--- src/mch_pkg.sv ---
/*
 * Constants, state codes and rate table for the modem-control block.
 * Assumes a single 100 MHz core clock; nothing else is required.
 */
package mch_pkg;

	// ----------------------------------------------------------------
	// Clock and times
	// ----------------------------------------------------------------
	localparam longint unsigned CLK_HZ   = 64'h0000_0000_05F5_E100;
	localparam longint unsigned MS_DIV   = 64'h0000_0000_0000_03E8;
	localparam longint unsigned RING_MS  = 64'h0000_0000_0000_7530;
	localparam longint unsigned PULSE_MS = 64'h0000_0000_0000_00E9;
	localparam longint unsigned RTS_MS   = 64'h0000_0000_0000_0032;
	localparam int unsigned RING_CYC  = 32'(RING_MS * (CLK_HZ / MS_DIV));
	localparam int unsigned PULSE_CYC = 32'(PULSE_MS * (CLK_HZ / MS_DIV));
	localparam int unsigned RTS_CYC   = 32'(RTS_MS * (CLK_HZ / MS_DIV));

	// ----------------------------------------------------------------
	// Operator rates, indexed by the rate selection
	// ----------------------------------------------------------------
	localparam int unsigned BAUD_TAB [8] = '{
		32'h0000_006E, 32'h0000_0096, 32'h0000_012C, 32'h0000_0258,
		32'h0000_04B0, 32'h0000_0960, 32'h0000_12C0, 32'h0000_2580
	};
	localparam logic [2:0] IDX_600  = 3'h3;
	localparam logic [2:0] IDX_1200 = 3'h4;

	// ----------------------------------------------------------------
	// Frame, reset values and protocol codes
	// ----------------------------------------------------------------
	localparam logic [3:0] LAST_BIT  = 4'h9;
	localparam logic [3:0] LAST_DATA = 4'h7;
	localparam logic [4:0] SYNC_RST  = 5'h01;
	localparam logic [1:0] TXEN_CARRIER = 2'h0;
	localparam logic [1:0] TXEN_SECOND  = 2'h1;
	localparam logic [1:0] TXEN_TIMEOUT = 2'h2;

	typedef enum logic [2:0] {
		TX_IDLE = 3'b001, TX_WAIT = 3'b010, TX_SEND = 3'b100
	} mch_tx_t;
	typedef enum logic [3:0] {
		RX_IDLE = 4'b0001, RX_START = 4'b0010,
		RX_DATA = 4'b0100, RX_STOP = 4'b1000
	} mch_rx_t;
	typedef enum logic [3:0] {
		DT_IDLE = 4'b0001, DT_ANSWER = 4'b0010,
		DT_WATCH = 4'b0100, DT_PULSE = 4'b1000
	} mch_dt_t;

endpackage

--- src/mch_modem_ctrl.sv ---
/*
 * Serial line and modem-control logic of a terminal port.
 * Assumes all pin inputs may change at any time; user-side inputs are
 * synchronous to core_clk_i.
 */
// Operation
// - Send and receive characters serially.
// - Raise request to send, await transmit enable.
// - Ignore clear to send; enable per protocol.
// - Data set ready off ignores inputs but ring.
// - Full duplex uncontrolled forces ready and carrier.
// - Secondary request shows receive readiness.
// - Secondary request off pauses far end.
// - Speed indicator forces 1200 baud.
// - Terminal ready on; off ignores inputs but ring.
// - Ring while off raises terminal ready briefly.
// - Ring while on starts timeout, then pulse.
// - Speed select on at 600 baud or more.
// - One circuit drives secondary request and speed.
// - Shared input is speed or secondary carrier.
`timescale 1ns/10ps
module mch_modem_ctrl #(
	parameter longint unsigned CLK_HZ    = mch_pkg::CLK_HZ,
	parameter int unsigned     RING_CYC  = mch_pkg::RING_CYC,
	parameter int unsigned     PULSE_CYC = mch_pkg::PULSE_CYC,
	parameter int unsigned     RTS_CYC   = mch_pkg::RTS_CYC
) (
	// Clock and reset
	input  wire logic       core_clk_i,
	input  wire logic       rst_n_i,
	// Setup selections
	input  wire logic       half_duplex_i,
	input  wire logic       modem_ctrl_i,
	input  wire logic       sec_chan_i,
	input  wire logic [1:0] txen_sel_i,
	input  wire logic [2:0] baud_sel_i,
	input  wire logic       term_ready_i,
	input  wire logic       rx_ready_i,
	// Character streams
	input  wire logic [7:0] tx_data_i,
	input  wire logic       tx_valid_i,
	output logic            tx_ready_o,
	output logic [7:0]      rx_data_o,
	output logic            rx_valid_o,
	// Line pins
	output logic            serial_tx_line_o,
	input  wire logic       serial_rx_line_i,
	output logic            rts_o,
	input  wire logic       cts_i,
	input  wire logic       dsr_i,
	input  wire logic       carrier_detect_in_i,
	input  wire logic       spd_or_sec_carrier_i,
	input  wire logic       ring_i,
	output logic            dtr_o,
	output logic            secondary_tx_request_out_o,
	output logic            speed_select_out_o
);

	// ----------------------------------------------------------------
	// Input synchronisers and qualification
	// ----------------------------------------------------------------
	logic [4:0]  s1_r, s2_r, raw;
	logic        ring_d_r, dtr_r;
	logic        full, no_ctl, live, cd_q, share_q, spd_q, sec_cd_q;
	logic        rx_line, ring_rise;
	logic [2:0]  baud_idx;
	logic [31:0] div_tab [8];
	logic [31:0] bit_div;

	assign raw = {ring_i, spd_or_sec_carrier_i, carrier_detect_in_i,
		dsr_i, serial_rx_line_i};

	always_ff @(posedge core_clk_i) begin
		if (!rst_n_i) begin
			s1_r     <= mch_pkg::SYNC_RST;
			s2_r     <= mch_pkg::SYNC_RST;
			ring_d_r <= 1'b0;
		end else begin
			s1_r     <= raw;
			s2_r     <= s1_r;
			ring_d_r <= s2_r[4];
		end
	end

	assign full      = !half_duplex_i;
	assign no_ctl    = full & !modem_ctrl_i;
	assign live      = (no_ctl | s2_r[1]) & dtr_r;
	assign cd_q      = no_ctl | (s2_r[2] & live);
	assign share_q   = s2_r[3] & live;
	assign spd_q     = full & share_q;
	assign sec_cd_q  = !full & share_q;
	assign rx_line   = live ? s2_r[0] : 1'b1;
	assign ring_rise = s2_r[4] & !ring_d_r;
	assign baud_idx  = spd_q ? mch_pkg::IDX_1200 : baud_sel_i;

	for (genvar g = 0; g < 8; g++) begin : g_div
		assign div_tab[g] = 32'(CLK_HZ / mch_pkg::BAUD_TAB[g]);
	end
	assign bit_div = div_tab[baud_idx];

	// ----------------------------------------------------------------
	// Transmitter
	// ----------------------------------------------------------------
	mch_pkg::mch_tx_t tx_st_r, tx_st_nxt;
	logic [31:0] tx_cnt_r, tx_cnt_nxt;
	logic [3:0]  tx_bit_r, tx_bit_nxt;
	logic [9:0]  tx_sh_r, tx_sh_nxt;
	logic        txd_r, txd_nxt, rts_r, rts_nxt, txrdy_r, txrdy_nxt;
	logic        txen;

	always_comb begin
		unique case (txen_sel_i)
			mch_pkg::TXEN_CARRIER: txen = cd_q;
			mch_pkg::TXEN_SECOND:  txen = sec_cd_q;
			default: txen = tx_cnt_r >= RTS_CYC - 32'h0000_0001;
		endcase
	end

	always_comb begin
		tx_st_nxt  = tx_st_r;
		tx_cnt_nxt = tx_cnt_r;
		tx_bit_nxt = tx_bit_r;
		tx_sh_nxt  = tx_sh_r;
		txd_nxt    = txd_r;
		rts_nxt    = rts_r;
		txrdy_nxt  = txrdy_r;
		unique case (tx_st_r)
			mch_pkg::TX_IDLE: begin
				if (tx_valid_i && txrdy_r) begin
					tx_sh_nxt  = {1'b1, tx_data_i, 1'b0};
					rts_nxt    = 1'b1;
					txrdy_nxt  = 1'b0;
					tx_cnt_nxt = '0;
					tx_st_nxt  = mch_pkg::TX_WAIT;
				end
			end
			mch_pkg::TX_WAIT: begin
				tx_cnt_nxt = tx_cnt_r + 32'h0000_0001;
				if (txen) begin
					tx_cnt_nxt = '0;
					tx_bit_nxt = '0;
					txd_nxt    = tx_sh_r[0];
					tx_st_nxt  = mch_pkg::TX_SEND;
				end
			end
			mch_pkg::TX_SEND: begin
				tx_cnt_nxt = tx_cnt_r + 32'h0000_0001;
				if (tx_cnt_r >= bit_div - 32'h0000_0001) begin
					tx_cnt_nxt = '0;
					if (tx_bit_r == mch_pkg::LAST_BIT) begin
						txd_nxt   = 1'b1;
						rts_nxt   = 1'b0;
						txrdy_nxt = 1'b1;
						tx_st_nxt = mch_pkg::TX_IDLE;
					end else begin
						tx_bit_nxt = tx_bit_r + 4'h1;
						tx_sh_nxt  = {1'b1, tx_sh_r[9:1]};
						txd_nxt    = tx_sh_r[1];
					end
				end
			end
		endcase
	end

	always_ff @(posedge core_clk_i) begin
		if (!rst_n_i) begin
			tx_st_r  <= mch_pkg::TX_IDLE;
			tx_cnt_r <= '0;
			tx_bit_r <= '0;
			tx_sh_r  <= '1;
			txd_r    <= 1'b1;
			rts_r    <= 1'b0;
			txrdy_r  <= 1'b1;
		end else begin
			tx_st_r  <= tx_st_nxt;
			tx_cnt_r <= tx_cnt_nxt;
			tx_bit_r <= tx_bit_nxt;
			tx_sh_r  <= tx_sh_nxt;
			txd_r    <= txd_nxt;
			rts_r    <= rts_nxt;
			txrdy_r  <= txrdy_nxt;
		end
	end

	// ----------------------------------------------------------------
	// Receiver
	// ----------------------------------------------------------------
	mch_pkg::mch_rx_t rx_st_r, rx_st_nxt;
	logic [31:0] rx_cnt_r, rx_cnt_nxt;
	logic [3:0]  rx_bit_r, rx_bit_nxt;
	logic [7:0]  rx_sh_r, rx_sh_nxt, rxd_r, rxd_nxt;
	logic        rxv_r, rxv_nxt;

	always_comb begin
		rx_st_nxt  = rx_st_r;
		rx_cnt_nxt = rx_cnt_r + 32'h0000_0001;
		rx_bit_nxt = rx_bit_r;
		rx_sh_nxt  = rx_sh_r;
		rxd_nxt    = rxd_r;
		rxv_nxt    = 1'b0;
		unique case (rx_st_r)
			mch_pkg::RX_IDLE: begin
				rx_cnt_nxt = '0;
				if (!rx_line)
					rx_st_nxt = mch_pkg::RX_START;
			end
			mch_pkg::RX_START: begin
				if (rx_cnt_r >= (bit_div >> 1)) begin
					rx_cnt_nxt = '0;
					rx_bit_nxt = '0;
					rx_st_nxt  = rx_line ? mch_pkg::RX_IDLE
						: mch_pkg::RX_DATA;
				end
			end
			mch_pkg::RX_DATA: begin
				if (rx_cnt_r >= bit_div - 32'h0000_0001) begin
					rx_cnt_nxt = '0;
					rx_sh_nxt  = {rx_line, rx_sh_r[7:1]};
					rx_bit_nxt = rx_bit_r + 4'h1;
					if (rx_bit_r == mch_pkg::LAST_DATA)
						rx_st_nxt = mch_pkg::RX_STOP;
				end
			end
			mch_pkg::RX_STOP: begin
				if (rx_cnt_r >= bit_div - 32'h0000_0001) begin
					rx_st_nxt = mch_pkg::RX_IDLE;
					if (rx_line) begin
						rxd_nxt = rx_sh_r;
						rxv_nxt = 1'b1;
					end
				end
			end
		endcase
	end

	always_ff @(posedge core_clk_i) begin
		if (!rst_n_i) begin
			rx_st_r  <= mch_pkg::RX_IDLE;
			rx_cnt_r <= '0;
			rx_bit_r <= '0;
			rx_sh_r  <= '0;
			rxd_r    <= '0;
			rxv_r    <= 1'b0;
		end else begin
			rx_st_r  <= rx_st_nxt;
			rx_cnt_r <= rx_cnt_nxt;
			rx_bit_r <= rx_bit_nxt;
			rx_sh_r  <= rx_sh_nxt;
			rxd_r    <= rxd_nxt;
			rxv_r    <= rxv_nxt;
		end
	end

	// ----------------------------------------------------------------
	// Terminal ready, ring timing and shared output circuit
	// ----------------------------------------------------------------
	mch_pkg::mch_dt_t dt_st_r, dt_st_nxt;
	logic [31:0] tmr_r, tmr_nxt;
	logic        dtr_nxt, shout_r, shout_nxt;

	always_comb begin
		dt_st_nxt = dt_st_r;
		tmr_nxt   = tmr_r + 32'h0000_0001;
		dtr_nxt   = term_ready_i;
		unique case (dt_st_r)
			mch_pkg::DT_IDLE: begin
				tmr_nxt = '0;
				if (ring_rise && !dtr_r) begin
					dtr_nxt   = 1'b1;
					dt_st_nxt = mch_pkg::DT_ANSWER;
				end else if (ring_rise)
					dt_st_nxt = mch_pkg::DT_WATCH;
			end
			mch_pkg::DT_ANSWER: begin
				dtr_nxt = 1'b1;
				if (s2_r[1] || tmr_r >= RING_CYC - 32'h0000_0001) begin
					dtr_nxt   = 1'b0;
					dt_st_nxt = mch_pkg::DT_IDLE;
				end
			end
			mch_pkg::DT_WATCH: begin
				if (rxv_r || !term_ready_i)
					dt_st_nxt = mch_pkg::DT_IDLE;
				else if (tmr_r >= RING_CYC - 32'h0000_0001) begin
					dtr_nxt   = 1'b0;
					tmr_nxt   = '0;
					dt_st_nxt = mch_pkg::DT_PULSE;
				end
			end
			mch_pkg::DT_PULSE: begin
				dtr_nxt = 1'b0;
				if (tmr_r >= PULSE_CYC - 32'h0000_0001) begin
					dtr_nxt   = term_ready_i;
					dt_st_nxt = mch_pkg::DT_IDLE;
				end
			end
		endcase
		if (full)
			shout_nxt = baud_sel_i >= mch_pkg::IDX_600;
		else
			shout_nxt = sec_chan_i & rx_ready_i;
	end

	always_ff @(posedge core_clk_i) begin
		if (!rst_n_i) begin
			dt_st_r <= mch_pkg::DT_IDLE;
			tmr_r   <= '0;
			dtr_r   <= 1'b0;
			shout_r <= 1'b0;
		end else begin
			dt_st_r <= dt_st_nxt;
			tmr_r   <= tmr_nxt;
			dtr_r   <= dtr_nxt;
			shout_r <= shout_nxt;
		end
	end

	// ----------------------------------------------------------------
	// Outputs
	// ----------------------------------------------------------------
	assign tx_ready_o                 = txrdy_r;
	assign rx_data_o                  = rxd_r;
	assign rx_valid_o                 = rxv_r;
	assign serial_tx_line_o           = txd_r;
	assign rts_o                      = rts_r;
	assign dtr_o                      = dtr_r;
	assign secondary_tx_request_out_o = shout_r;
	assign speed_select_out_o         = shout_r;
endmodule

--- config.mk ---
export PLATFORM = sky130hd
export DESIGN_NAME = mch_modem_ctrl
export DESIGN_NICKNAME = d
export VERILOG_FILES = /design/src/mch_pkg.sv /design/src/mch_modem_ctrl.sv
export SDC_FILE = /design/constraint.sdc
export NUM_CORES = 1
export LEC_CHECK = 0
export BUFFER_PORTS_ARGS = -buffer_cell sky130_fd_sc_hd__buf_2
export CAP_MARGIN = 20
export CORE_MARGIN = 2
export CORE_UTILIZATION = 45
export CTS_CLUSTER_DIAMETER = 120
export DETAILED_ROUTE_END_ITERATION = 10
export MAX_ROUTING_LAYER = met4
export PLACE_DENSITY = 0.68
export REMOVE_ABC_BUFFERS = 1
export SETUP_SLACK_MARGIN = 0.5
export SYNTH_ARGS = -nofsm -noshare
export SYNTH_HDL_FRONTEND = slang
export SYNTH_SLANG_ARGS = --single-unit
export TNS_END_PERCENT = 50
--- constraint.sdc ---
create_clock -name core_clk_i -period 6 [get_ports core_clk_i]
set_input_delay 0.9 -clock core_clk_i [delete_from_list [all_inputs] [get_ports core_clk_i]]
set_output_delay 0.9 -clock core_clk_i [all_outputs]
set_load 0.1 [all_outputs]
Word-level counts from Yosys, hierarchy flattened
Memory sizes are Yosys's and may differ from the RTL's.
Cells that the tools add are included.
{"block": "totals", "output_inout_bits": 15, "rom_bits": 256, "regBits": 158, "word_cells": 163, "n_memories": 1}
{"name": "(name not given)", "words": 8, "word_bits": 32, "read_ports": 1, "rd_clocked_by_memory_dff": 0, "wr": 0, "line": "mch_modem_ctrl.sv:99", "rtl": "assign bit_div = div_tab[baud_idx];"}
{"block": "classes", "order_cmp": 8, "n_bitwise": 11, "mux": 65, "n_reduce_logical": 24, "eq_ne": 28, "n_addsub": 6}
{"cell": "32-bit 2-to-1 mux", "n": 9}
{"cell": "32-bit one-hot mux with 3 select lines", "n": 2}
{"cell": "32-bit by 1-bit adder with 32-bit output (second input constant)", "n": 3}
{"cell": "32-bit >= comparator", "n": 2}
{"cell": "4-bit 2-to-1 mux", "n": 16}
{"cell": "32-bit one-hot mux with 2 select lines", "n": 1}
{"cell": "32-bit by 23-bit >= comparator with 1-bit output (second input constant)", "n": 1}
{"cell": "32-bit by 25-bit >= comparator with 1-bit output (second input constant)", "n": 1}
{"cell": "32-bit by 31-bit >= comparator with 1-bit output", "n": 1}
{"cell": "32-bit >= comparator (second input constant)", "n": 1}
{"cell": "4-bit one-hot mux with 4 select lines", "n": 2}
{"cell": "32-bit by 1-bit subtractor with 32-bit output (second input constant)", "n": 1}
{"cell": "10-bit 2-to-1 mux", "n": 3}
{"cell": "2-bit inequality test (second input constant)", "n": 12}
{"cell": "10-bit one-hot mux with 2 select lines", "n": 1}
{"cell": "4-bit AND reduction", "n": 5}
{"cell": "3-bit 2-to-1 mux", "n": 6}
{"cell": "1-bit 2-to-1 mux", "n": 17}
{"cell": "4-bit one-hot mux with 2 select lines", "n": 2}
{"cell": "4-bit by 3-bit == test with 1-bit output (second input constant)", "n": 3}
{"cell": "4-bit == test (second input constant)", "n": 3}
{"cell": "3-bit AND reduction", "n": 4}
{"cell": "3-bit one-hot mux with 3 select lines", "n": 1}
{"cell": "4-bit by 1-bit adder with 4-bit output (second input constant)", "n": 2}
{"cell": "other kinds (21)", "n": 43}

Longest topological paths before layout
Gate-level depths: netlist of run 1.
{"block": "logic_depth", "depth_word": 15, "mapped_depth": 25}

Worst setup path after synthesis of run 1
No wires, ideal clock.
{"block": "synth_timing", "kind": "register -> register", "from": "register dtr_r, in the netlist dtr_o", "to": "register tx_cnt_r[31]", "path_stages_with_launch": 22, "required_time_ns": 5.926, "arrival_time_ns": 5.681, "n_path_buf": 2, "path_slack_ns": 0.245, "cell_sequence": "dfxtp_1 nand3b_1 or2_2 nand2_1 inv_1 ha_1 o21ai_0 ha_1 nand4_1 nor3b_1 a41o_1 ha_1 o2111a_1 a211oi_1 o21bai_1 o221a_1 or4_1 buf_2 and2_4 buf_6 or3_1 a31oi_1"}
{"block": "synth_between", "elab_chain_cells": 12, "word_cells_on_any_way": 17, "cone_classes": "1 x add/sub; 1 x order compare; 7 x mux; 7 x bitwise; 1 x memory"}
{"element": "start, declared", "line": "mch_modem_ctrl.sv:63", "rtl": "logic ring_d_r, dtr_r;"}
{"element": "start signal, assigned", "line": "mch_modem_ctrl.sv:313", "rtl": "dtr_r <= dtr_nxt;"}
{"element": "1-bit bitwise AND *", "line": "mch_modem_ctrl.sv:87", "rtl": "assign live = (no_ctl | s2_r[1]) & dtr_r;"}
{"element": "1-bit bitwise AND", "line": "mch_modem_ctrl.sv:89", "rtl": "assign share_q = s2_r[3] & live;"}
{"element": "1-bit bitwise AND", "line": "mch_modem_ctrl.sv:90", "rtl": "assign spd_q = full & share_q;"}
{"element": "3-bit 2-to-1 mux", "line": "mch_modem_ctrl.sv:94", "rtl": "assign baud_idx = spd_q ? mch_pkg::IDX_1200 : baud_sel_i;"}
{"element": "3-bit NOT with 4-bit output (implied by the code)", "line": "mch_modem_ctrl.sv:99"}
{"element": "memory read 8 x 32 bit"}
{"element": "32-bit 2-to-1 mux (implied by the code) (2 in series)", "line": "mch_modem_ctrl.sv:99"}
{"element": "32-bit by 1-bit subtractor with 32-bit output", "line": "mch_modem_ctrl.sv:148", "rtl": "if (tx_cnt_r >= bit_div - 32'h0000_0001) begin"}
{"element": "32-bit >= comparator", "line": "mch_modem_ctrl.sv:148"}
{"element": "32-bit 2-to-1 mux", "line": "mch_modem_ctrl.sv:148"}
{"element": "32-bit one-hot mux with 3 select lines *", "line": "mch_modem_ctrl.sv:127", "rtl": "unique case (tx_st_r)"}
{"element": "end signal, assigned", "line": "mch_modem_ctrl.sv:176", "rtl": "tx_cnt_r <= tx_cnt_nxt;"}
{"element": "end, declared", "line": "mch_modem_ctrl.sv:105", "rtl": "logic [31:0] tx_cnt_r, tx_cnt_nxt;"}
Mark *: on every way between the ends. The rest lies on a longest branch, timed or not. The select of a mux whose other input is x is not followed.
A chain may end at the register's enable or synchronous reset.

Worst setup path after layout of run 1
{"block": "layout_timing", "from": "input half_duplex_i", "to": "register tx_st_r[2]"}
{"block": "layout_between", "elab_chain_cells": 15, "word_cells_on_any_way": 20, "cone_classes": "1 x add/sub; 1 x order compare; 2 x eq/ne; 4 x mux; 9 x bitwise; 2 x reduce/logical; 1 x memory"}
{"element": "start, declared", "line": "mch_modem_ctrl.sv:32", "rtl": "input wire logic half_duplex_i,"}
{"element": "1-bit logical NOT", "line": "mch_modem_ctrl.sv:85", "rtl": "assign full = !half_duplex_i;"}
{"element": "1-bit bitwise AND", "line": "mch_modem_ctrl.sv:86", "rtl": "assign no_ctl = full & !modem_ctrl_i;"}
{"element": "1-bit OR", "line": "mch_modem_ctrl.sv:87"}
{"element": "1-bit bitwise AND", "line": "mch_modem_ctrl.sv:87"}
{"element": "1-bit bitwise AND", "line": "mch_modem_ctrl.sv:89"}
{"element": "1-bit bitwise AND", "line": "mch_modem_ctrl.sv:90"}
{"element": "3-bit 2-to-1 mux", "line": "mch_modem_ctrl.sv:94"}
{"element": "3-bit NOT with 4-bit output (implied by the code)", "line": "mch_modem_ctrl.sv:99"}
{"element": "memory read 8 x 32 bit"}
{"element": "32-bit 2-to-1 mux (implied by the code) (2 in series)", "line": "mch_modem_ctrl.sv:99"}
{"element": "32-bit by 1-bit subtractor with 32-bit output", "line": "mch_modem_ctrl.sv:148"}
{"element": "32-bit >= comparator", "line": "mch_modem_ctrl.sv:148"}
{"element": "2-bit inequality test (no line)"}
{"element": "4-bit AND reduction (no line) *"}
{"element": "end signal, assigned", "line": "mch_modem_ctrl.sv:167", "rtl": "tx_st_r <= mch_pkg::TX_IDLE;"}
{"element": "end signal, assigned", "line": "mch_modem_ctrl.sv:175", "rtl": "tx_st_r <= tx_st_nxt;"}
{"element": "end, declared", "line": "mch_modem_ctrl.sv:104", "rtl": "mch_pkg::mch_tx_t tx_st_r, tx_st_nxt;"}
Marks and branches as above.

==> out/metrics.yaml, run 1 <==
global_routing:
  grtUsageMet1: 0.265
  grtUsageMet3: 0.0373
  grt_max_degree: 62
  antenna_found_initial: 0
  grt_pass1_wl_um: 34200
  grtUsageTotal: 0.197
  grt_pass1_vias: 7115
  gr-usage-met2: 0.301
  grt-ovfl-total: 0
  top_usage_layer: "met2"
critical_path:
  r2r_slack_ns: 0.96
  path_common_cell: "ha_1"
  worstPathCellList: "buf_2 > nand3b_1 > or2_2 > nand2_2 > inv_1 > ha_1 > o21a_1 > inv_1 > ha_1 > nand4_1 > nor3b_2 > nand2_1 > xnor2_2 > ha_1 > nand4_1 > a2111o_1 > o211ai_1 > o221a_1 > or4_4 > nand2_4 > clkbuf_16 > or3_1 > a21oi_1"
  path_delay_family: "simple AND/OR/NAND/NOR gates"
  worstPathMaxFanout: 20
  path_class: "in -> reg"
  startpoint_type: "input port"
  critPathMaxStageDelay_ns: 0.42
  cp.required_ns: 6.36
  arrival_ns: 5.63
  slowest_stage: "a2111o_1"
  end_kind: "flop"
  cp.buffers_inverters: 4
layout:
  syn2layout_area_growth_pct: 12.3
  layout.nets: 1243
  seqCellArea_mm2: 0.00314
  drive_gt1_frac: 0.0929
  diodes: 0
  finalInstanceArea_mm2: 0.0102
  final_util: 0.520
  multiInputGateArea_mm2: 0.00568
  fillers: 1865
logic_synthesis:
  synth_compound_area_frac: 0.158
  synth_edf_count: 0
  synth_seq_cells: 157
  synth_flop_cell: "dfxtp_1"
  synth.area.mux_share: 0.0177
  synth_area_mm2: 0.00907
  synth_top_family_by_area: "simple AND/OR/NAND/NOR gates"
  synthXorXnorAreaFrac: 0.0657
  yosysSeqAreaShare: 0.347
  synth-async-reset-ratio: 0
  syn-instance-count: 1107
  synth-simple-area-share: 0.272
  synth-adder-area-share: 0.106
  synth_warnings: 0
  syn_area_per_cell_um2: 8.19
  yosys.cell_types.count: 73
power:
  p_leak_nw: 4.17
  vdd_drop_max_mv: 0.177
  p_per_area_mw_per_mm2: 246
run_status:
  status: "finished clean"
timing:
  worst_pin_slew_ns: 1.06
  final-max-slew-violation-count: 0
  fin_crit_sh: 0.878
  finalClockSkew_ns: 0.0144
  fmax_ghz: 0.190
  finalSetupViolations: 0
  fin_setup_tns_ns: 0
  hold_violations: 0
  rsz0062_at_grt: "false"
  fin_crit_ns: 5.27
  relSlewSlack: 0.295
clock_network:
  root_buffer: "clkbuf_16"
  htreeDepth: 4
  cts.sinks: 157
  clk_pin_slew_ns: 0.07
  cts_hold_buffers: 0
  cts_buffer_depth: 2
  cts-buffers-inserted: 17
  cts_tree: "built"
  clock_latency_ns: 0.44
floorplanning:
  fp.dieH_um: 146
  initial_core_util: 0.463
  fp-row-count: 51
  ios: 42
  dieArea_mm2: 0.0213
  core_area_mm2: 0.0196
  dieWidth_um: 146
routing:
  first_iter_violations: 527
  wl_per_cell_um: 14.6
  drt-pass1-iter-count: 5
  dr_total_vias: 7863
  wirelength_um: 20700
  viasPerCell: 5.55
  drtAntennaViolNets: 0
  drc: 0
min_path:
  holdCritPathClass: "reg -> reg"
placement:
  place_area_mm2: 0.00954
  io_buffers: 40
  dpl.hpwl_um: 14400
  place_congestion: 0.850
flow_run:
  maxCapViolations: 0
==> path summary, 6_finish.rpt <==
path | from | endpoint | cells past startpoint
max | half_duplex_i | tx_st_r[2] | 23
min | s1_r[0] | s2_r[0] | 1
max reg2reg | dtr_o | tx_st_r[2] | 22
min reg2reg | s1_r[0] | s2_r[0] | 1
==> worst register-to-register path, cell delays in order (launching register included) <==
cell and delay, ns:
dfxtp_1 0.43, nand3b_1 0.18, or2_2 0.36, nand2_2 0.13
inv_1 0.11, ha_1 0.22, o21a_1 0.21, inv_1 0.06
ha_1 0.20, nand4_1 0.16, nor3b_2 0.28, nand2_1 0.13
xnor2_2 0.17, ha_1 0.32, nand4_1 0.13, a2111o_1 0.42
o211ai_1 0.19, o221a_1 0.26, or4_4 0.21, nand2_4 0.09
clkbuf_16 0.22, or3_1 0.35, a21oi_1 0.13
==> synth_stat cells, types with 7 or more instances <==
master    instances  area [um2]
a21oi_1          55         275
o21a_1            7        52.6
clkbuf_1         31         116
a31oi_1          10        62.6
or3_1             8        50.1
xnor2_1          29         254
a41oi_1           7        61.3
and2_1           23         144
nor2b_1          10        62.6
ha_1             77         963
xor2_1           39         342
and4_1           11        96.3
nand4_1          21         131
nand2b_1         13        81.3
o21ai_0          37         185
a211oi_1         11        82.6
mux2i_1          16         160
a311oi_1         12         105
a21o_1           13        97.6
inv_1            30         113
o211a_1          12         120
nor3b_1           8        60.1
nand3_1          48         240
dfxtp_1         157        3140
nor3_1           26         130
nor2_1          158         593
o211ai_1          8        60.1
and3_1           34         213
nor4_1           12        75.1
nand2_1         111         417
==> through the flow <==
step / total power, mW / worst slack (ns) / cells / hold slack [ns]
3_5_place_dp: 1.44 / -0.0409 / 1382 / 0.400
3_3_place_gp: 1.44 / 0.0584 / 1382 / 0.391
4_1_cts: 2.52 / 0.549 / 1414 / 0.416
2_1_floorplan: 1.34 / -0.200 / 1065 / 0.386
6_report: 2.50 / 0.731 / 1417 / 0.413
5_1_grt: 2.61 / 0.477 / 1417 / 0.432
==> cell usage in the layout (no fill, tap or decap), drive strengths merged, types with 13 or more instances in the layout <==
| cell | synthesis | layout |
|---|---|---|
| a21o | 13 | 13 |
| a21oi | 55 | 55 |
| and2 | 24 | 25 |
| and3 | 34 | 34 |
| buf | 11 | 53 |
| clkbuf | 31 | 19 |
| dfxtp | 157 | 157 |
| ha | 77 | 77 |
| inv | 31 | 41 |
| mux2i | 16 | 16 |
| nand2 | 111 | 111 |
| nand2b | 13 | 13 |
| nand3 | 48 | 48 |
| nand4 | 21 | 21 |
| nor2 | 158 | 158 |
| nor3 | 26 | 26 |
| o21ai | 39 | 39 |
| xnor2 | 29 | 29 |
| xor2 | 39 | 39 |
==> registers in the layout, indices dropped and copies added, names as in the netlist, 3 cells and up <==
| name | cells |
|---|---|
| s2_r | 5 |
| rx_st_r | 4 |
| tx_st_r | 3 |
| dt_st_r | 4 |
| rx_bit_r | 4 |
| s1_r | 5 |
| tx_sh_r | 9 |
| rx_sh_r | 8 |
| rx_cnt_r | 32 |
| tx_cnt_r | 32 |
| tmr_r | 32 |
| rx_data_o | 8 |
| tx_bit_r | 4 |
==> area by class of cell <==
class,count,share of cell area
clock buffer,18,0.0421
clock inverter,14,0.0144
inverter,32,0.0118
multi-input combinational,877,0.558
sequential,157,0.309
tap,265,0.0326
timing repair buffer,54,0.0329
==> power breakdown <==
part           total, mW  switching [mW]  internal, mW
clock               1.07           0.476         0.589
combinational      0.342           0.229         0.113
sequential          1.10          0.0248          1.07
total               2.50           0.730          1.77
==> what timing repair did <==
action | 4_1_cts | 5_1_grt
gates resized for setup | 2 | 8
setup endpoints to repair | 16 | 54
pin swaps | 0 | 4
setup buffers | 0 | 1
cloned | 0 | 2
==> metal layers <==
layer,wire length (um),vias up
met1,10000,3644
li1,-,4029
met4,331,0
met3,1000,26
met2,9310,164
met5,0,-
==> cells by family after synthesis <==
family                     count (synthesis)
AOI/OAI and AO/OA                        211
xor gates and xnor gates                  68
adders and majority gates                 77
buffers and inverters                     74
DFF                                      157
muxes                                     16
and+or+nand+nor                          504
Note: power is estimated with default switching activity, not from simulation.
==> run 2: changes to the inputs <==
CORE_MARGIN = unset   (was 2)
==> run 2 against run 1 <==
Non-clock buffer count is 2 higher; global-route usage increased by 1.2 points; total power decreased by 1.1%; critical endpoint is now tx_cnt_r[29]; largest cell class unchanged; largest power group unchanged.
==> out/metrics.yaml, run 2 (synthesis results as in run 1) <==
clock_network:
  cts_buffer_depth: 2  # unchanged
  cts.sinks: 157  # unchanged
  root_buffer: "clkbuf_16"
  clock_latency_ns: 0.43  # about the same
  htreeDepth: 4  # unchanged
  cts-buffers-inserted: 17  # unchanged
  clk_pin_slew_ns: 0.07  # about the same
  cts_hold_buffers: 0  # unchanged
  cts_tree: "built"
critical_path:
  worstPathCellList: "buf_2 > nand3b_1 > or2_2 > nand2_2 > inv_1 > ha_1 > o21a_1 > inv_1 > ha_1 > nand4_1 > nor3b_2 > buf_4 > a41o_1 > ha_1 > o2111a_1 > a211oi_2 > o21bai_1 > o221a_1 > or4_4 > and2_4 > or3_1 > a31oi_1"
  startpoint_type: "input port"
  slowest_stage: "or4_4"
  arrival_ns: 5.58  # -0.05 ns
  endpoint: "tx_cnt_r[29]"
  worstPathMaxFanout: 10  # -50%
  end_kind: "flop"
  r2r_slack_ns: 0.99  # +0.03 ns
  startpoint: "half_duplex_i"
  r2r_start: "dtr_o"
  critPathMaxStageDelay_ns: 0.61  # +0.19 ns
  ff2ff_path_depth: 21  # -4.5%
  path_class: "in -> reg"
  path_common_cell: "ha_1"
  cp.required_ns: 6.36  # about the same
  worstReg2RegEnd: "tx_cnt_r[29]"
floorplanning:
  ios: 42  # unchanged
  dieWidth_um: 144  # -1.4%
  initial_core_util: 0.463  # unchanged
  core_area_mm2: 0.0196  # unchanged
  fp.dieH_um: 144  # -1.4%
  dieArea_mm2: 0.0207  # -2.7%
  fp-row-count: 51  # unchanged
global_routing:
  grt_pass1_wl_um: 33800  # -1.1%
  grt_pass1_vias: 7018  # -1.4%
  antenna_found_initial: 0  # unchanged
  grt-ovfl-total: 0  # unchanged
  grtUsageTotal: 0.210  # +0.0124
  grt_max_degree: 39  # -37%
min_path:
  holdPathStages: 1  # unchanged
  holdCritPathClass: "reg -> reg"
layout:
  fillers: 1866  # +0.054%
  syn2layout_area_growth_pct: 12.2  # about the same
  multiInputGateArea_mm2: 0.00568  # about the same
  layout_common_cells: "nor2_1 (158), dfxtp_1 (157), nand2_1 (109), ha_1 (77), a21oi_1 (55)"
  final_common_cell: "nor2_1"
  final_util: 0.520  # about the same
  reg_top3: "rx_cnt_r x32, tmr_r x32, tx_cnt_r x32"
  layout.nets: 1245  # +0.16%
  seqCellArea_mm2: 0.00314  # unchanged
  drive_gt1_frac: 0.0953  # +0.00244
run_status:
  status: "finished clean"
timing:
  worst_pin_slew_ns: 0.993  # -0.0640 ns
  final-max-slew-violation-count: 0  # unchanged
  fin_crit_sh: 0.871  # -0.00717
  setup_slack_ns: 0.774  # +0.0430 ns
  hold_violations: 0  # unchanged
  rsz0062_at_grt: "true"
  fin_setup_tns_ns: 0  # unchanged
  relSlewSlack: 0.338  # +0.0426
  finalSetupViolations: 0  # unchanged
  fmax_ghz: 0.191  # +0.82%
  fin_crit_ns: 5.23  # -0.0430 ns
  finalClockSkew_ns: 0.0105  # -0.00383 ns
flow_run:
  maxCapViolations: 0  # unchanged
routing:
  drc: 0  # unchanged
  dr_total_vias: 7819  # -0.56%
  drtAntennaViolNets: 0  # unchanged
  first_iter_violations: 510  # -3.2%
  wl_per_cell_um: 14.3  # -2.3%
  wirelength_um: 20300  # -2.1%
  drt-pass1-iter-count: 5  # unchanged
  viasPerCell: 5.51  # -0.77%
power:
  p_per_area_mw_per_mm2: 243  # -1.1%
  power_mw: 2.47  # -1.1%
  vdd_drop_max_mv: 0.171  # -3.3%
  p_leak_nw: 4.17  # -0.12%
placement:
  place_congestion: 0.883  # +3.9%
  dpl.hpwl_um: 14400  # +0.18%
  pre_cts_ws_ns: 0.00125  # +0.0421 ns
  io_buffers: 40  # unchanged
[run 2: worst min path at each step]
stage	start	end	slack [ns]
final	s1_r[0]	s2_r[0]	0.42
after global routing	s1_r[0]	s2_r[0]	0.43
after CTS	s1_r[0]	s2_r[0]	0.42
after detailed placement	s1_r[0]	s2_r[0]	0.40
after global placement	s1_r[0]	s2_r[0]	0.39
after floorplan	s1_r[0]	s2_r[0]	0.39
[run 2: where the power goes]
group / switching, mW / internal, mW / leakage, nW
sequential: 0.0253 / 1.07 / 1.27
clock: 0.490 / 0.554 / 0.279
combinational: 0.223 / 0.111 / 2.62
total: 0.739 / 1.73 / 4.17
[run 2: final cells by class]
type                    instances  area share
flip-flops and latches        157       0.309
clock inverters                14      0.0135
inverters                      32      0.0118
clock buffers                  18      0.0422
multi-input cells             877       0.558
well taps                     265      0.0326
diodes                          1    0.000246
repair buffers                 56      0.0331
[run 2: timing repair]
item / 4_1_cts / 5_1_grt
hold endpoints to repair: 0 / 0
setup endpoints to repair: 4 / 46
resized for setup: 1 / 9
cloned: 0 / 1
buffers inserted: 0 / 2
pin swaps: 0 / 3
[run 2: critical path, delay by kind of cell]
kind	cells	cell delay (ns)
AO/OA/AOI/OAI	7	1.27
adder cells (fa/ha/maj)	3	0.67
buffers and inverters	4	0.45
AND/OR/NAND/NOR	8	2.28
[run 2: layer usage]
layer	vias to the layer above	routed length (um)	global-route usage
met3	14	842	0.0397
met1	3616	10300	0.283
met5	-	0	-
met4	0	176	0.0510
li1	4035	-	-
met2	154	8990	0.322
[run 2: stage by stage]
stage	hold WS, ns	std cells	area, um2
2_1_floorplan	0.386	1065	8890
3_3_place_gp	0.390	1384	9550
3_5_place_dp	0.396	1384	9550
4_1_cts	0.420	1416	10100
5_1_grt	0.430	1419	10200
6_report	0.419	1420	10200
==> run 3: changes to the inputs <==
ABC_AREA = 1   (was unset)
==> run 3 against run 2 <==
Via count grew 16%; core utilization shrank 1.2 points; first-iteration DRC count increased by 15%; clock power is 8% higher; global-route usage down 0.54 points; combinational power grew 140%; area after synthesis rose by 10%; synthesized cell count is 35% higher; highest routed layer unchanged; routed wire length rose by 6.6%; register-to-register slack better by 0.36 ns; clock skew decreased by 0.0013 ns; final cell count grew 28%.
==> out/metrics.yaml, run 3 <==
run_status:
  status: "finished clean"
layout:
  final_common_cell: "nand2_1"
  final_util: 0.507  # -0.0122
  syn2layout_area_growth_pct: 10.6
  reg_top3: "rx_cnt_r x32, tmr_r x32, tx_cnt_r x32"
  diodes: 0  # -1
  fin_cells: 1820  # +28%
  layout_common_cells: "nand2_1 (335), inv_1 (255), dfxtp_1 (157), nor2_1 (155), nand3_1 (87)"
  layout.nets: 1631  # +31%
  fillers: 2156  # +16%
  drive_gt1_frac: 0.0890  # -0.00636
floorplanning:
  dieArea_mm2: 0.0229  # +10%
  dieWidth_um: 151  # +5.0%
  ios: 42  # unchanged
  core_area_mm2: 0.0218  # +11%
  fp-row-count: 54  # +5.9%
  initial_core_util: 0.459  # -0.00415
  fp.dieH_um: 151  # +5.0%
timing:
  worst_pin_slew_ns: 0.720  # -0.273 ns
  finalSetupViolations: 0  # unchanged
  relSlewSlack: 0.520  # +0.182
  rsz0062_at_grt: "false"
  fin_crit_ns: 4.88  # -0.346 ns
  final-max-slew-violation-count: 0  # unchanged
  whs_ns: 0.409  # -0.00948 ns
  fin_setup_tns_ns: 0  # unchanged
  fmax_ghz: 0.205  # +7.1%
  finalClockSkew_ns: 0.00922  # -0.00132 ns
  hold_violations: 0  # unchanged
  fin_crit_sh: 0.813  # -0.0577
placement:
  dpl.hpwl_um: 16000  # +11%
  place_congestion: 0.897  # +1.6%
  io_buffers: 40  # unchanged
  placedCellCount: 1788  # +29%
logic_synthesis:
  synth-adder-area-share: 0.0962  # -0.0100
  synth_seq_cells: 157  # unchanged
  yosysSeqAreaShare: 0.314  # -0.0326
  syn_area_per_cell_um2: 6.72  # -18%
  synth_edf_count: 0  # unchanged
  yosysMostFrequentCell: "nand2_1"
  ys_top_cells_by_count: "nand2_1 (335), inv_1 (255), dfxtp_1 (157)"
  yosysTopAreaCellShare: 0.314  # -0.0326
  synth.area.mux_share: 0  # -0.0177
  synth_warnings: 0  # unchanged
  synth_compound_area_frac: 0.0948  # -0.0635
  synth_area_mm2: 0.0100  # +10%
  synth.top_cells.by_area: "dfxtp_1 (31%), nand2_1 (13%), ha_1 (9.6%), inv_1 (9.6%), nor2_1 (5.8%)"
  syn-instance-count: 1489  # +35%
  yosysTopAreaCell: "dfxtp_1"
  synth_flop_cell: "dfxtp_1"
  yosys.cell_types.count: 49  # -33%
  synth-simple-area-share: 0.336  # +0.0634
  synth-async-reset-ratio: 0  # unchanged
  synth_top_family_by_area: "simple AND/OR/NAND/NOR gates"
  synthXorXnorAreaFrac: 0.0437  # -0.0219
routing:
  drtAntennaViolNets: 0  # unchanged
  wirelength_um: 21600  # +6.6%
  viasPerCell: 4.99  # -9.4%
  dr_total_vias: 9080  # +16%
  first_iter_violations: 589  # +15%
  drt-pass1-iter-count: 5  # unchanged
  wl_per_cell_um: 11.9  # -17%
  drc: 0  # unchanged
critical_path:
  path_common_cell: "nand2_1"
  arrival_ns: 5.25  # -0.33 ns
  end_kind: "flop"
  path_class: "in -> reg"
  cp.required_ns: 6.37  # about the same
  slowest_stage: "ha_1"
  startpoint: "half_duplex_i"
  r2r_start: "dtr_o"
  critPathMaxStageDelay_ns: 0.28  # -0.33 ns
  startpoint_type: "input port"
  worstPathMaxFanout: 32  # +22
flow_run:
  maxCapViolations: 0  # unchanged
power:
  switching_share: 0.351  # +0.0522
  p_leak_nw: 5.34  # +28%
  vdd_drop_max_mv: 0.170  # -0.86%
  p_clk_frac: 0.358  # -0.064
  power_mw: 3.13  # +27%
  p_per_area_mw_per_mm2: 283  # +16%
  pwr-share-comb: 0.259  # +0.124
  cellInternalPower_mw: 2.03  # +17%
  sequentialPowerShare: 0.383  # -0.060
  p_sw_mw: 1.10  # +49%
clock_network:
  cts_tree: "built"
  htreeDepth: 4  # unchanged
  root_buffer: "clkbuf_16"
  cts_buffer_depth: 2  # unchanged
  cts-buffers-inserted: 17  # unchanged
  clock_latency_ns: 0.43  # about the same
  clk_pin_slew_ns: 0.06  # about the same
  cts.sinks: 157  # unchanged
global_routing:
  grt-ovfl-total: 0  # unchanged
  grt_max_degree: 66  # +69%
  grtUsageTotal: 0.204  # -0.00538
  grt_pass1_wl_um: 36800  # +8.9%
  antenna_found_initial: 0  # unchanged
  grt_pass1_vias: 8285  # +18%
min_path:
  hold_start: "s1_r[2]"
  holdCritPathClass: "reg -> reg"
run 3: cell count changes in the layout (fill, tap and decap cells not counted), moves of 23 or more:
cell,delta
nand3_1,+39
nand2_1,+226
inv_1,+225
nor3_1,+27
and2_1,-23
and3_1,-33
o21ai_0,+29
run 3: critical path, delay by kind of cell:
family | cells | cell delay [ns]
XOR/XNOR | 1 | 0.27
AND/OR/NAND/NOR | 19 | 1.67
AO/OA/AOI/OAI | 4 | 0.60
buffers and inverters | 9 | 0.97
adder cells (fa/ha/maj) | 3 | 0.79
run 3: layer usage:
layer  track usage  part of all wire  vias to the layer above
met3        0.0361             0.032                       24
met5             -                 0                        -
met1         0.258              0.49                     4092
li1              -                 -                     4841
met2         0.336              0.47                      123
met4        0.0540             0.013                        0
run 3: power by group through the flow:
stage	Sequential, mW	Combinational, mW	Clock (mW)
6_report	1.20	0.811	1.12
3_3_place_gp	1.22	0.796	0
3_5_place_dp	1.22	0.808	0
5_1_grt	1.22	0.929	1.19
4_1_cts	1.20	0.817	1.14
2_1_floorplan	1.28	0.535	0
run 3: area by class of cell:
type	instances	area, um2	area share
Timing Repair Buffer	47	256	0.0232
Clock inverter	12	159	0.0144
Sequential cell	157	3140	0.284
Multi-Input combinational cell	1038	5720	0.516
Inverter	266	998	0.0902
Clock buffer	20	447	0.0403
Tap cell	280	350	0.0316
run 3: cells by family after synthesis:
logic type               count (synthesis)
buffers and inverters                  294
flip-flops                             157
AND/OR/NAND/NOR                        741
adder cells (fa/ha/maj)                 77
AO/OA/AOI/OAI                          170
XOR/XNOR                                50
run 3: stage by stage:
stage / setup slack (ns) / cell area (um2)
4_1_cts: 1.01 / 11100
6_report: 1.12 / 11100
5_1_grt: 0.565 / 11100
2_1_floorplan: 1.14 / 9850
3_3_place_gp: 0.624 / 10500
3_5_place_dp: 0.574 / 10500
run 3: what timing repair did:
action,in CTS,in global routing
setup endpoints to repair,0,16
hold endpoints to repair,0,0
setup buffers,0,0
hold buffers,0,0
resized for setup,0,2
run 3: worst paths after layout:
kind / end / slack [ns] / cells past startpoint
setup / recovery: tx_cnt_r[7] / 1.12 / 36
hold / removal: s2_r[2] / 0.41 / 2
setup reg to reg: tx_cnt_r[7] / 1.35 / 34
hold reg to reg: s2_r[2] / 0.41 / 2
